===== config.mk =====
export PLATFORM = sky130hd
export DESIGN_NAME = bisr_status_reg
export DESIGN_NICKNAME = d
export VERILOG_FILES = /design/src/design/bisr_pkg.sv /design/src/design/bisr_status_reg.sv
export VERILOG_INCLUDE_DIRS = /design/src /design/src/design
export SDC_FILE = /design/constraint.sdc
export NUM_CORES = 1
export LEC_CHECK = 0
export ABC_AREA = 1
export BUFFER_PORTS_ARGS = -buffer_cell sky130_fd_sc_hd__clkbuf_2
export CAP_MARGIN = 40
export CELL_PAD_IN_SITES_DETAIL_PLACEMENT = 2
export CELL_PAD_IN_SITES_GLOBAL_PLACEMENT = 2
export CORE_ASPECT_RATIO = 0.8
export CORE_MARGIN = 2
export CORE_UTILIZATION = 20
export DETAILED_ROUTE_END_ITERATION = 7
export GPL_TIMING_DRIVEN = 0
export PLACE_DENSITY = 0.78
export SYNTH_ARGS = -nofsm -noshare
export SYNTH_HDL_FRONTEND = slang
export SYNTH_SLANG_ARGS = --single-unit

===== constraint.sdc =====
create_clock -name clk_i -period 1.9 [get_ports clk_i]
set_clock_uncertainty 0.2 [all_clocks]
set_input_delay 0.285 -clock clk_i [delete_from_list [all_inputs] [get_ports clk_i]]
set_output_delay 0.285 -clock clk_i [all_outputs]
set_load 0.01 [all_outputs]

===== src/design/bisr_params.svh =====
`ifndef BISR_PARAMS_SVH
`define BISR_PARAMS_SVH
`define BISR_OFFSET 8'h84
`define BISR_FUNC_LSB 0
`define BISR_DEV_LSB 3
`define BISR_BUS_LSB 8
`define BISR_W64_BIT 16
`define BISR_M133_BIT 17
`define BISR_FUNC_RST 3'h0
`define BISR_DEV_RST 5'h1f
`define BISR_BUS_RST 8'hff
`define BISR_TYPE0 2'h0
`define BISR_CMD_CFGWR 4'hb
`endif


===== src/design/bisr_pkg.sv =====
package bisr_pkg;
    typedef struct packed {
        logic [3:0] cmd;
        logic idsel;
        logic [31:0] ad;
    } bisr_addr_s;
    typedef struct packed {
        logic [7:0] bus;
        logic [4:0] dev;
        logic [2:0] func;
    } bisr_cid_s;
    typedef struct packed {
        logic [4:0] dev;
        logic [7:0] bus;
        logic [31:0] rdata;
    } bisr_state_s;
endpackage


===== src/design/bisr_status_reg.sv =====
`timescale 1ns/10ps
`include "bisr_params.svh"
module bisr_status_reg #(
    parameter logic [2:0] FUNC_NUM = `BISR_FUNC_RST,
    parameter logic IS_64BIT = 1'b0,
    parameter logic IS_133MHZ = 1'b0
) (
    // clock, reset and enable
    input wire logic clk_i,
    input wire logic nrst_i,
    input wire logic en_i,
    // address phase, sampled in the bus clock domain
    input wire logic addr_valid_i,
    input wire bisr_pkg::bisr_addr_s addr_i,
    // primary bus number from the type-1 header
    input wire logic [7:0] pri_bus_i,
    // register read port
    input wire logic [7:0] rd_offset_i,
    output logic [31:0] rd_data_o,
    // completer id for split completions and mixed-mode use
    output bisr_pkg::bisr_cid_s cid_o
);
    import bisr_pkg::*;

    // the read word packs the fields side by side; a moved field would overlap its neighbour
    if (`BISR_FUNC_LSB != 0)
    begin : g_bad_func_lsb
        $error("bisr: function field must start at bit 0");
    end

    if (`BISR_DEV_LSB != `BISR_FUNC_LSB + 3)
    begin : g_bad_dev_lsb
        $error("bisr: device field must sit just above the function field");
    end

    if (`BISR_BUS_LSB != `BISR_DEV_LSB + 5)
    begin : g_bad_bus_lsb
        $error("bisr: bus field must sit just above the device field");
    end

    if (`BISR_W64_BIT != `BISR_BUS_LSB + 8)
    begin : g_bad_w64_bit
        $error("bisr: 64-bit flag must sit just above the bus field");
    end

    if (`BISR_M133_BIT != `BISR_W64_BIT + 1)
    begin : g_bad_m133_bit
        $error("bisr: 133 MHz flag must sit just above the 64-bit flag");
    end

    if (`BISR_M133_BIT > 31)
    begin : g_bad_word_width
        $error("bisr: flags must fit in the 32-bit read word");
    end

    if ((`BISR_OFFSET & 8'h03) != 8'h00)
    begin : g_bad_offset
        $error("bisr: register offset must be dword aligned");
    end

    if (`BISR_TYPE0 != 2'h0)
    begin : g_bad_type0
        $error("bisr: type-0 accesses carry zero in the two low address bits");
    end

    if (`BISR_FUNC_RST != 3'h0)
    begin : g_bad_func_rst
        $error("bisr: the function number field resets to zero");
    end

    bisr_state_s s_q;
    bisr_state_s s_d;

    logic hit;
    logic rd_sel;

    // only type-0 config writes to our function may move the device number
    function automatic logic addressed(
        input bisr_addr_s a,
        input logic [2:0] fn
    );
        logic is_wr;
        logic is_t0;
        logic fn_ok;

        is_wr = (a.cmd == `BISR_CMD_CFGWR);
        is_t0 = (a.ad[1:0] == `BISR_TYPE0);
        fn_ok = (a.ad[10:8] == fn);

        addressed = is_wr && a.idsel && is_t0 && fn_ok;
    endfunction

    // a fresh capture replaces the stored device number, otherwise it holds
    function automatic logic [4:0] next_dev(
        input logic [4:0] cur,
        input logic take,
        input logic [4:0] ad_dev
    );
        logic [4:0] n;

        n = cur;
        if (take)
        begin
            n = ad_dev;
        end

        next_dev = n;
    endfunction

    // the mirror copies the header register every enabled clock, so it trails by one cycle
    function automatic logic [7:0] next_bus(
        input logic [7:0] hdr_bus
    );
        next_bus = hdr_bus;
    endfunction

    // only one dword offset answers; others read zero so neighbour words can be or-ed
    function automatic logic is_status_read(
        input logic [7:0] offset
    );
        is_status_read = (offset == `BISR_OFFSET);
    endfunction

    // bits above the two flags belong to the split error logic and read zero here
    function automatic logic [31:0] pack_word(
        input logic [2:0] fn,
        input logic [4:0] dev,
        input logic [7:0] bus,
        input logic w64,
        input logic m133
    );
        logic [31:0] w;

        w = 32'h0;

        w[`BISR_FUNC_LSB +: 3] = fn;
        w[`BISR_DEV_LSB +: 5] = dev;
        w[`BISR_BUS_LSB +: 8] = bus;
        w[`BISR_W64_BIT] = w64;
        w[`BISR_M133_BIT] = m133;

        pack_word = w;
    endfunction

    // read data is registered, so it shows the fields as they stood when the offset was seen
    function automatic logic [31:0] next_rdata(
        input logic sel,
        input bisr_state_s st,
        input logic [2:0] fn
    );
        logic [31:0] w;

        w = 32'h0;
        if (sel)
        begin
            w = pack_word(fn, st.dev, st.bus, IS_64BIT, IS_133MHZ);
        end

        next_rdata = w;
    endfunction

    // completer id as used for split completions and for mixed bus modes
    function automatic bisr_cid_s make_cid(
        input logic [7:0] bus,
        input logic [4:0] dev,
        input logic [2:0] fn
    );
        bisr_cid_s c;

        c.bus = bus;
        c.dev = dev;
        c.func = fn;

        make_cid = c;
    endfunction

    always_comb
    begin
        s_d = s_q;
        hit = 1'h0;
        rd_sel = 1'h0;

        // address phase decode
        if (addr_valid_i)
        begin
            hit = addressed(addr_i, FUNC_NUM);
        end

        // whatever register the write targets, the device number follows it
        s_d.dev = next_dev(s_q.dev, hit, addr_i.ad[15:11]);

        // second read location of the primary bus number
        s_d.bus = next_bus(pri_bus_i);

        // read port
        rd_sel = is_status_read(rd_offset_i);
        s_d.rdata = next_rdata(rd_sel, s_q, FUNC_NUM);
    end

    // en_i low freezes every field, the mirrored bus number too
    always_ff @(posedge clk_i or negedge nrst_i)
    begin
        if (!nrst_i)
        begin
            s_q.dev <= `BISR_DEV_RST;
            s_q.bus <= `BISR_BUS_RST;
            s_q.rdata <= 32'h0;
        end
        else if (en_i)
        begin
            s_q <= s_d;
        end
    end

    assign rd_data_o = s_q.rdata;

    // the id follows stored fields, so a write's new device number shows one cycle later
    assign cid_o = make_cid(s_q.bus, s_q.dev, FUNC_NUM);
endmodule // bisr_status_reg


# Word level (Yosys, flattened, before mapping)
# Cells that the tools add are included.
dict set report word_totals {
  rom_bits 0
  input_bits 57
  output_inout_bits 48
  register_bits 45
  mem_count 0
  latch_bits 0
  mem_bits_rw 0
}
dict set report classes {
  n_reduce_logical 6
  bitwise_logic 0
  div 0
  n_shift 0
  mux 2
  addsub 0
  magnitude_cmp 0
  mul 0
  n_eq_ne 2
}
# operator count
set op_table {}
lappend op_table {{2-to-1 mux 16 bit} 1}
lappend op_table {{equality test 8 bit (second input constant)} 1}
lappend op_table {{equality test 4 bit (second input constant)} 1}
lappend op_table {{logical AND 1 bit} 3}
lappend op_table {{logical NOT 3 bit} 1}
lappend op_table {{logical NOT 2 bit} 1}
lappend op_table {{AND reduction 2 bit} 1}
lappend op_table {{2-to-1 mux 1 bit} 1}

# Depth between registers and ports, before layout
# Gate-level depths: netlist of run 1.
dict set report depth {
  ltp_word 6
  ltp_mapped 6
}

# Worst setup path before layout of run 1
# OpenSTA, ideal clock, no wires.
dict set report synth_path {
  path_kind {in2reg}
  startpoint {input port rd_offset_i[1]}
  endpoint {register s_q, in the netlist rd_data_o[10]}
  stages 5
  setup_slack_ps 805
  setup_time_ps 121
  required_time_ps 1579
  arrival_ps 775
  path_cell_list {nor2_1 -> and2_1 -> nand2_1 -> buf_2 -> o21ai_1}
}
dict set report synth_via {
  elab_chain_cells 2
}
# element line
set synth_rtl {}
lappend synth_rtl {{start: declaration} bisr_status_reg.sv:18} ;# input wire logic [7:0] rd_offset_i,
lappend synth_rtl {{equality test 8 bit (no source line)} -}
lappend synth_rtl {{2-to-1 mux 16 bit} bisr_status_reg.sv:154} ;# if (sel)
lappend synth_rtl {{end: declaration} bisr_status_reg.sv:71} ;# bisr_state_s s_q;
# No other way between the ends.
# A chain may end at the register's enable or synchronous reset.

# Worst setup path in the final report of run 1
dict set report layout_path {
  startpoint {register s_q, in the netlist cid_o[9]}
  endpoint {output port cid_o[9] (netlist bit)}
}
# element line
set layout_lines {}
lappend layout_lines {{end: declaration} bisr_status_reg.sv:21} ;# output bisr_pkg::bisr_cid_s cid_o
# No word-level cell between the ends.

==> results of run 1 <==
[stage by stage]
stage / util (%) / hold slack, ns / setup slack, ns / total power [µW] / cell area (µm²)
6_report: 29.6 / 0.00392 / 0.449 / 1100 / 1870
5_1_grt: 29.6 / 0.00163 / 0.397 / 1180 / 1870
4_1_cts: 29.5 / 0.00250 / 0.431 / 1120 / 1860
3_5_place_dp: 28.1 / 0.153 / 0.531 / 789 / 1780
3_3_place_gp: 28.1 / 0.148 / 0.552 / 783 / 1780
2_1_floorplan: - / -0.211 / 0.805 / 707 / 1370
[what timing repair did]
action | in CTS | in global routing
endpoints found under the hold margin | 16 | 1
hold buffers | 4 | 1
setup endpoints to repair | 0 | 0
[cell type report]
cell class,instances,area share [%]
sequential,26,35.7
multi-input combinational,116,26.0
timing repair buffer,65,18.7
buffer,27,10.2
tap,84,5.62
clock buffer,4,2.41
inverter,7,1.40
[worst min-delay path by stage]
stage / start / end / slack [ns] / cells past startpoint
6_report: pri_bus_i[2] / cid_o[10]$_DFFE_PN1P_ / 0.004 / 3
5_1_grt: addr_i[13] / cid_o[5]$_DFFE_PN1P_ / 0.002 / 3
4_1_cts: pri_bus_i[2] / cid_o[10]$_DFFE_PN1P_ / 0.003 / 3
3_5_place_dp: nrst_i / rd_data_o[9]$_DFFE_PN0P_ / 0.15 / 1
3_3_place_gp: nrst_i / rd_data_o[10]$_DFFE_PN0P_ / 0.15 / 1
2_1_floorplan: nrst_i / rd_data_o[10]$_DFFE_PN0P_ / -0.21 / 0
[sequential cells by signal (all words and copies together) (netlist names)]
register and flops:
cid_o 13, rd_data_o 13
[cell usage in the layout, fill, tap and decap left out, types with 2 or more instances in the layout]
cell / Yosys / layout
sky130_fd_sc_hd__nand2_1: 68 / 68
sky130_fd_sc_hd__o21ai_0: 3 / 3
sky130_fd_sc_hd__buf_4: 22 / 22
sky130_fd_sc_hd__clkbuf_8: 0 / 3
sky130_fd_sc_hd__dfstp_2: 13 / 13
sky130_fd_sc_hd__nor2_2: 2 / 2
sky130_fd_sc_hd__dlygate4sd3_1: 0 / 5
sky130_fd_sc_hd__clkbuf_2: 0 / 60
sky130_fd_sc_hd__buf_2: 5 / 5
sky130_fd_sc_hd__nand4_1: 5 / 5
sky130_fd_sc_hd__nor2_1: 2 / 2
sky130_fd_sc_hd__dfrtp_1: 13 / 13
sky130_fd_sc_hd__inv_1: 7 / 7
sky130_fd_sc_hd__o21ai_1: 10 / 10
sky130_fd_sc_hd__conb_1: 1 / 22
[cells by family after synthesis]
logic type / synth area share, %
and+or+nand+nor: 26.3
buffers and inverters: 16.8
DFF: 51.6
AOI/OAI and AO/OA: 5.04
other: 0.290
[metal layers]
metal / vias to the layer above / part of all wire (%)
li1: 614 / -
met1: 585 / 43
met3: 2 / 5.6
met5: - / 0
met2: 38 / 51
met4: 0 / 0.53
[power groups by stage]
stage	combinational, µW	clock, µW	sequential, µW
floorplan	95.6	0	612
global placement	178	0	605
detailed placement	183	0	606
CTS	190	333	597
global route	216	367	600
finish	190	318	596
==> results.md, run 1 <==
* Result of the run: finished clean
* Depth of the critical timing path with buffers and inverters included at 1
* GRT Resource Usage Total at 11.1%
* Post-synth top cells: sky130_fd_sc_hd__nand2_1 (68), sky130_fd_sc_hd__buf_4 (22), sky130_fd_sc_hd__dfrtp_1 (13), sky130_fd_sc_hd__dfstp_2 (13), sky130_fd_sc_hd__o21ai_1 (10)
* Number of buffers and inverters on the critical path at 1
* Startpoint type of the worst setup path: flop
* Max rail drop VDD at 0.219 mV
* Wire length of the first global-routing pass at 6.15 mm
* Post-synth EDFFs at 0
* Period utilisation layout at 76.3%
* Placeable core region at 6310 µm²
* Row cnt at 26
* Worst-Margin Slew at approximately 0.67 ns
* Residual DRC count at 0
* Antenna violations before repair at 0
* DR vias at 1239
* Max-Slew Margin vs Limit at a little under three fifths
* Async SR Flop Fraction at 100%
* Number of iterations in the first detailed-routing pass at 4
* Height of the die at 75.9 µm
* Cell count after synthesis at around 160
* Gate power share at ~17%
* Post-synth cell types at 16
* Clock tree from TritonCTS: done
* Number of nets at the end of the flow at 303
* Flop2flop setup slack at 0.85 ns
* Maximum buffer depth of the clock tree at 2
* Worst setup path endpoint: cid_o[9]
* Reg2Reg Launch Point: cid_o[4]$_DFFE_PN1P_
* Type of element capturing the critical path: output pin
* Yosys top cell by area: sky130_fd_sc_hd__dfstp_2
* Achievable frequency at about 690 MHz
* Hold Fails Final Rpt at 0
* Most common cell in the netlist: sky130_fd_sc_hd__nand2_1
* Class of the most critical setup path: reg -> out
* Number of buffers added by the clock tree synthesis step at 3
* Number of max-slew violations in the final report at 0
* Family with the most delay on the worst path: flip-flops
* List of cells traversed by the critical path: clkbuf_2
* Worst Path Required at 1.41 ns
* Worst hold-check path type: in -> reg
* Area Growth Syn to Fin at 44.9%
* Max-cap check violation count at 0
* Met1 Usage GRT at between 10% and 20%
* Number of flip-flops and latches in the synthesized netlist at 26
* Share of post-route cells with drive strength above 1 at 43.7%
* Total placed cells including tap cells at 320
* Maximum number of pins on one net before global-route repair at 27
* Unrepaired setup endpoints after global routing: false
* Pwr Density at 590 nW/µm²
* Drt total wl at 3.80 mm
* Ratio of routed vias to standard cells at between 3 and 4
* Number of instances resized during post-cts repair at 0
* Htree depth at 1
* Fillcell total at 806
* Area used by sequential logic in the layout at 667 µm²
* Maximum fanout along the worst path at 3
* Area of combinational cells with multiple inputs at 487 µm²
* Quantity of I/O buffers inserted on ports at 60
* Overflow after GRT at 0
* Antenna-violating nets left at 0
* Met2 Resource Use GR at 19.8%
* Top cells by area in the synthesized netlist: sky130_fd_sc_hd__dfstp_2 (26%), sky130_fd_sc_hd__dfrtp_1 (25%), sky130_fd_sc_hd__nand2_1 (20%), sky130_fd_sc_hd__buf_4 (13%), sky130_fd_sc_hd__o21ai_1 (3.9%)
* Clock latency reported for the late side of the worst-skew pair at 0.26 ns
* Number of warning messages in the yosys log at 0
* Post-synth design cell area at 1290 µm²
* Maximum cell stage delay along the critical path at 0.56 ns
* Routing usage on met3 at 2.87%
* # diodes at 0
* GPL Wtd Cong at 0.675
* Setup violations, final at 0
* Switching Fraction at between 20 and 30%
* Clock Sinks at 26
* CTS clk-pin slew, worst paths at about 0.090 ns
* Leak at 0.00104 µW
* Critical-path top delay cell: sky130_fd_sc_hd__dfstp_2
* Synth Flop Type: sky130_fd_sc_hd__dfstp_2
* Estimated wirelength of the detail-placed design at 3.00 mm
* Share of power burned in the clock network at 28.8%
* Sequential share of power at a little over half
* Routed wirelength normalized by instance count at 11.6 µm
* Root Buffer: sky130_fd_sc_hd__clkbuf_8
* CP arrival at 0.97 ns
* First-iteration detailed-routing DRC count at 36
* Worst r2r dst: rd_data_o[4]$_DFFE_PN0P_
* Via count of the first global-routing pass at 1258
* Net Sw Power at 283 µW
* Most used routing layer: met2
* Final cell count without fillers at around 330
* Number of buffers added for setup after CTS at 0
* Post-synthesis average cell area at 8.33 µm²
* Internal power contribution at 821 µW
* Number of cells on the worst reg-to-reg path at 2
* Initial standard-cell utilization of the core at between 20% and 30%
* Die width at between 90 and 100 µm
* Setup TNS Final at 0 ns
* Count of boundary I/O pins at 105
* Share of the yosys chip area belonging to registers at 51.6%
* Area share of the largest cell type after synthesis at about a quarter
* Beginning of the critical path: cid_o[9]$_DFFE_PN1P_
* Die area at 7120 µm²
* Post-layout minimum cycle time at 1.45 ns
Note: power is estimated with default switching activity, not from simulation.
==> run 2, diff against run 1 <==
--- a/config.mk
+++ b/config.mk
@@ -13,10 +13,10 @@
 export CELL_PAD_IN_SITES_GLOBAL_PLACEMENT = 2
 export CORE_ASPECT_RATIO = 0.8
 export CORE_MARGIN = 2
-export CORE_UTILIZATION = 20
+export CORE_UTILIZATION = 19
 export DETAILED_ROUTE_END_ITERATION = 7
 export GPL_TIMING_DRIVEN = 0
-export PLACE_DENSITY = 0.78
+export PLACE_DENSITY = 0.75
 export SYNTH_ARGS = -nofsm -noshare
 export SYNTH_HDL_FRONTEND = slang
 export SYNTH_SLANG_ARGS = --single-unit
==> constraint.sdc (replaced) <==
create_clock -name clk_i -period 1.35 [get_ports clk_i]
set_clock_uncertainty 0.2 [all_clocks]
set_input_delay 0.2025 -clock clk_i [delete_from_list [all_inputs] [get_ports clk_i]]
set_output_delay 0.2025 -clock clk_i [all_outputs]
set_load 0.01 [all_outputs]
==> run 2 against run 1 <==
Compared with the run above: non-clock buffer count is 20 higher; die area increased by 5.0%; hold slack better by 0.026 ns; clock-buffer cell count unchanged; critical path type unchanged; largest cell class is now non-clock buffers.
==> results.md, run 2 (synthesis results as in run 1) <==
* Result of the run: finished clean
* First-iteration detailed-routing DRC count at 40 (+11%)
* Gate power share at 20.7% (+3.5 points)
* Hold Fails Final Rpt at 0 (unchanged)
* Maximum number of pins on one net before global-route repair at 27 (unchanged)
* Leak at 0.00116 µW (+12%)
* Class of the most critical setup path: reg -> out
* Worst hold-check path type: in -> reg
* Post-layout minimum cycle time at 1.34 ns
* Worst Path Required at 0.95 ns (-0.46 ns)
* Most common library cell in the layout ignoring fill and taps: sky130_fd_sc_hd__nand2_1
* Overflow after GRT at 0 (unchanged)
* Type of element capturing the critical path: output pin
* Die width at 96.2 µm (+2.5%)
* Placeable core region at 6470 µm² (+2.6%)
* Number of iterations in the first detailed-routing pass at 4 (unchanged)
* Max-Slew Margin vs Limit at 56.2% (+0.99 points)
* Area used by sequential logic in the layout at 667 µm² (unchanged)
* Number of nets at the end of the flow at 323 (+6.6%)
* Period utilisation layout at 99.5%
* Maximum cell stage delay along the critical path at 0.57 ns (about the same)
* Net Sw Power at 424 µW (+50%)
* Area of combinational cells with multiple inputs at 487 µm² (unchanged)
* Depth of the critical timing path with buffers and inverters included at 1 (unchanged)
* GRT Resource Usage Total at 12.0% (+0.91 points)
* Antenna-violating nets left at 0 (unchanged)
* Startpoint type of the worst setup path: flop
* Via count of the first global-routing pass at 1466 (+17%)
* Drt total wl at 4.30 mm (+13%)
* Estimated wirelength of the detail-placed design at 3.18 mm (+6.0%)
* Area Growth Syn to Fin at 65.3%
* Total power at 1690 µW (+54%)
* CP arrival at 0.94 ns (-0.03 ns)
* Root Buffer: sky130_fd_sc_hd__clkbuf_8
* GPL Wtd Cong at 0.691 (+2.4%)
* Unrepaired setup endpoints after global routing: true
* Number of cells on the worst reg-to-reg path at 3 (+1)
* Number of buffers added by the clock tree synthesis step at 3 (unchanged)
* Count of boundary I/O pins at 105 (unchanged)
* Wire length of the first global-routing pass at 6.98 mm (+13%)
* Highest-count cells in the layout ignoring fill and taps: sky130_fd_sc_hd__nand2_1 (68), sky130_fd_sc_hd__clkbuf_2 (47), sky130_fd_sc_hd__buf_4 (33)
* Routed wirelength normalized by instance count at 12.3 µm (+6.7%)
* Maximum fanout along the worst path at 3 (unchanged)
* Clock latency reported for the late side of the worst-skew pair at 0.27 ns (about the same)
* Initial standard-cell utilization of the core at 19.9% (-0.51 points)
* Ratio of routed vias to standard cells at 3.79 (+0.58%)
* Max-cap check violation count at 0 (unchanged)
* Worst-Margin Slew at 0.656 ns (-0.0148 ns)
* Setup violations, final at 0 (unchanged)
* Internal power contribution at 1270 µW (+55%)
* Quantity of I/O buffers inserted on ports at 60 (unchanged)
* Number of max-slew violations in the final report at 0 (unchanged)
* DR vias at 1322 (+6.7%)
* Residual DRC count at 0 (unchanged)
* Pwr Density at 794 nW/µm² (+35%)
* Family with the most delay on the worst path: flip-flops
* Setup TNS Final at 0 ns (unchanged)
* Sequential share of power at 49.5% (-4.5 points)
* Clock tree from TritonCTS: done
* Number of buffers and inverters on the critical path at 1 (unchanged)
* Clock Sinks at 26 (unchanged)
* List of cells traversed by the critical path: buf_6
* Hold path depth at 3 (unchanged)
* CTS clk-pin slew, worst paths at 0.09 ns (about the same)
* Htree depth at 1 (unchanged)
* Row cnt at 26 (unchanged)
* # diodes at 0 (unchanged)
* Max rail drop VDD at 0.348 mV (+59%)
* Maximum buffer depth of the clock tree at 2 (unchanged)
* Achievable frequency at 744 MHz
* Switching Fraction at 25.0% (-0.62 points)
* Share of power burned in the clock network at 29.8% (+1.0 points)
* Die area at 7480 µm² (+5.0%)
* Critical-path top delay cell: sky130_fd_sc_hd__dfstp_2
* Share of post-route cells with drive strength above 1 at 44.9% (+1.2 points)
* Height of the die at 77.7 µm (+2.5%)
* Fillcell total at 799 (-0.87%)
* Antenna violations before repair at 0 (unchanged)
-- run 2: repair_timing --
action,CTS,global route
hold endpoints to repair,26,0
buffers inserted,11,0
setup endpoints to repair,13,13
hold buffers,14,0
resized for setup,0,28
-- run 2: layer usage --
metal / global-route usage (%) / routed length, µm
met1: 13.5 / 1650
met5: 0 / 0
met2: 22.7 / 2410
met3: 2.33 / 207
met4: 3.00 / 38
-- run 2: path summary, 6_finish.rpt --
path	startpoint	end	slack [ns]
max in group asynchronous	nrst_i	rd_data_o[15]$_DFFE_PN0P_	0.24
max reg2reg	cid_o[15]$_DFFE_PN1P_	rd_data_o[15]$_DFFE_PN0P_	0.21
min in group asynchronous	nrst_i	rd_data_o[10]$_DFFE_PN0P_	0.29
max	cid_o[7]$_DFFE_PN1P_	cid_o[7]	0.007
min reg2reg	cid_o[10]$_DFFE_PN1P_	cid_o[10]$_DFFE_PN1P_	0.29
min	en_i	rd_data_o[3]$_DFFE_PN0P_	0.03
-- run 2: power by group through the flow --
stage | Clock, µW | Combinational [µW] | Sequential, µW
2_1_floorplan | 0 | 135 | 861
4_1_cts | 529 | 323 | 834
3_3_place_gp | 0 | 250 | 852
5_1_grt | 565 | 394 | 843
3_5_place_dp | 0 | 257 | 853
6_report | 504 | 351 | 839
-- run 2: cell type report --
type / count / share of cell area [%]
plain buffers: 27 / 8.91
clock buffers: 4 / 2.58
inverters: 7 / 1.23
multi-input cells: 116 / 22.8
flip-flops and latches: 26 / 31.2
well taps: 84 / 4.92
repair buffers: 85 / 28.3
-- run 2: stage by stage --
stage	cells	hold WS, ns	cell area (µm²)	util (%)	setup slack [ns]
4_1_cts	349	0.0330	2050	31.7	-0.0293
5_1_grt	349	0.0548	2130	33.0	-0.0265
6_report	349	0.0303	2130	33.0	0.00675
3_3_place_gp	320	0.0739	1780	27.4	0.0904
2_1_floorplan	176	-0.293	1370	-	0.337
3_5_place_dp	320	0.0812	1780	27.4	0.0529
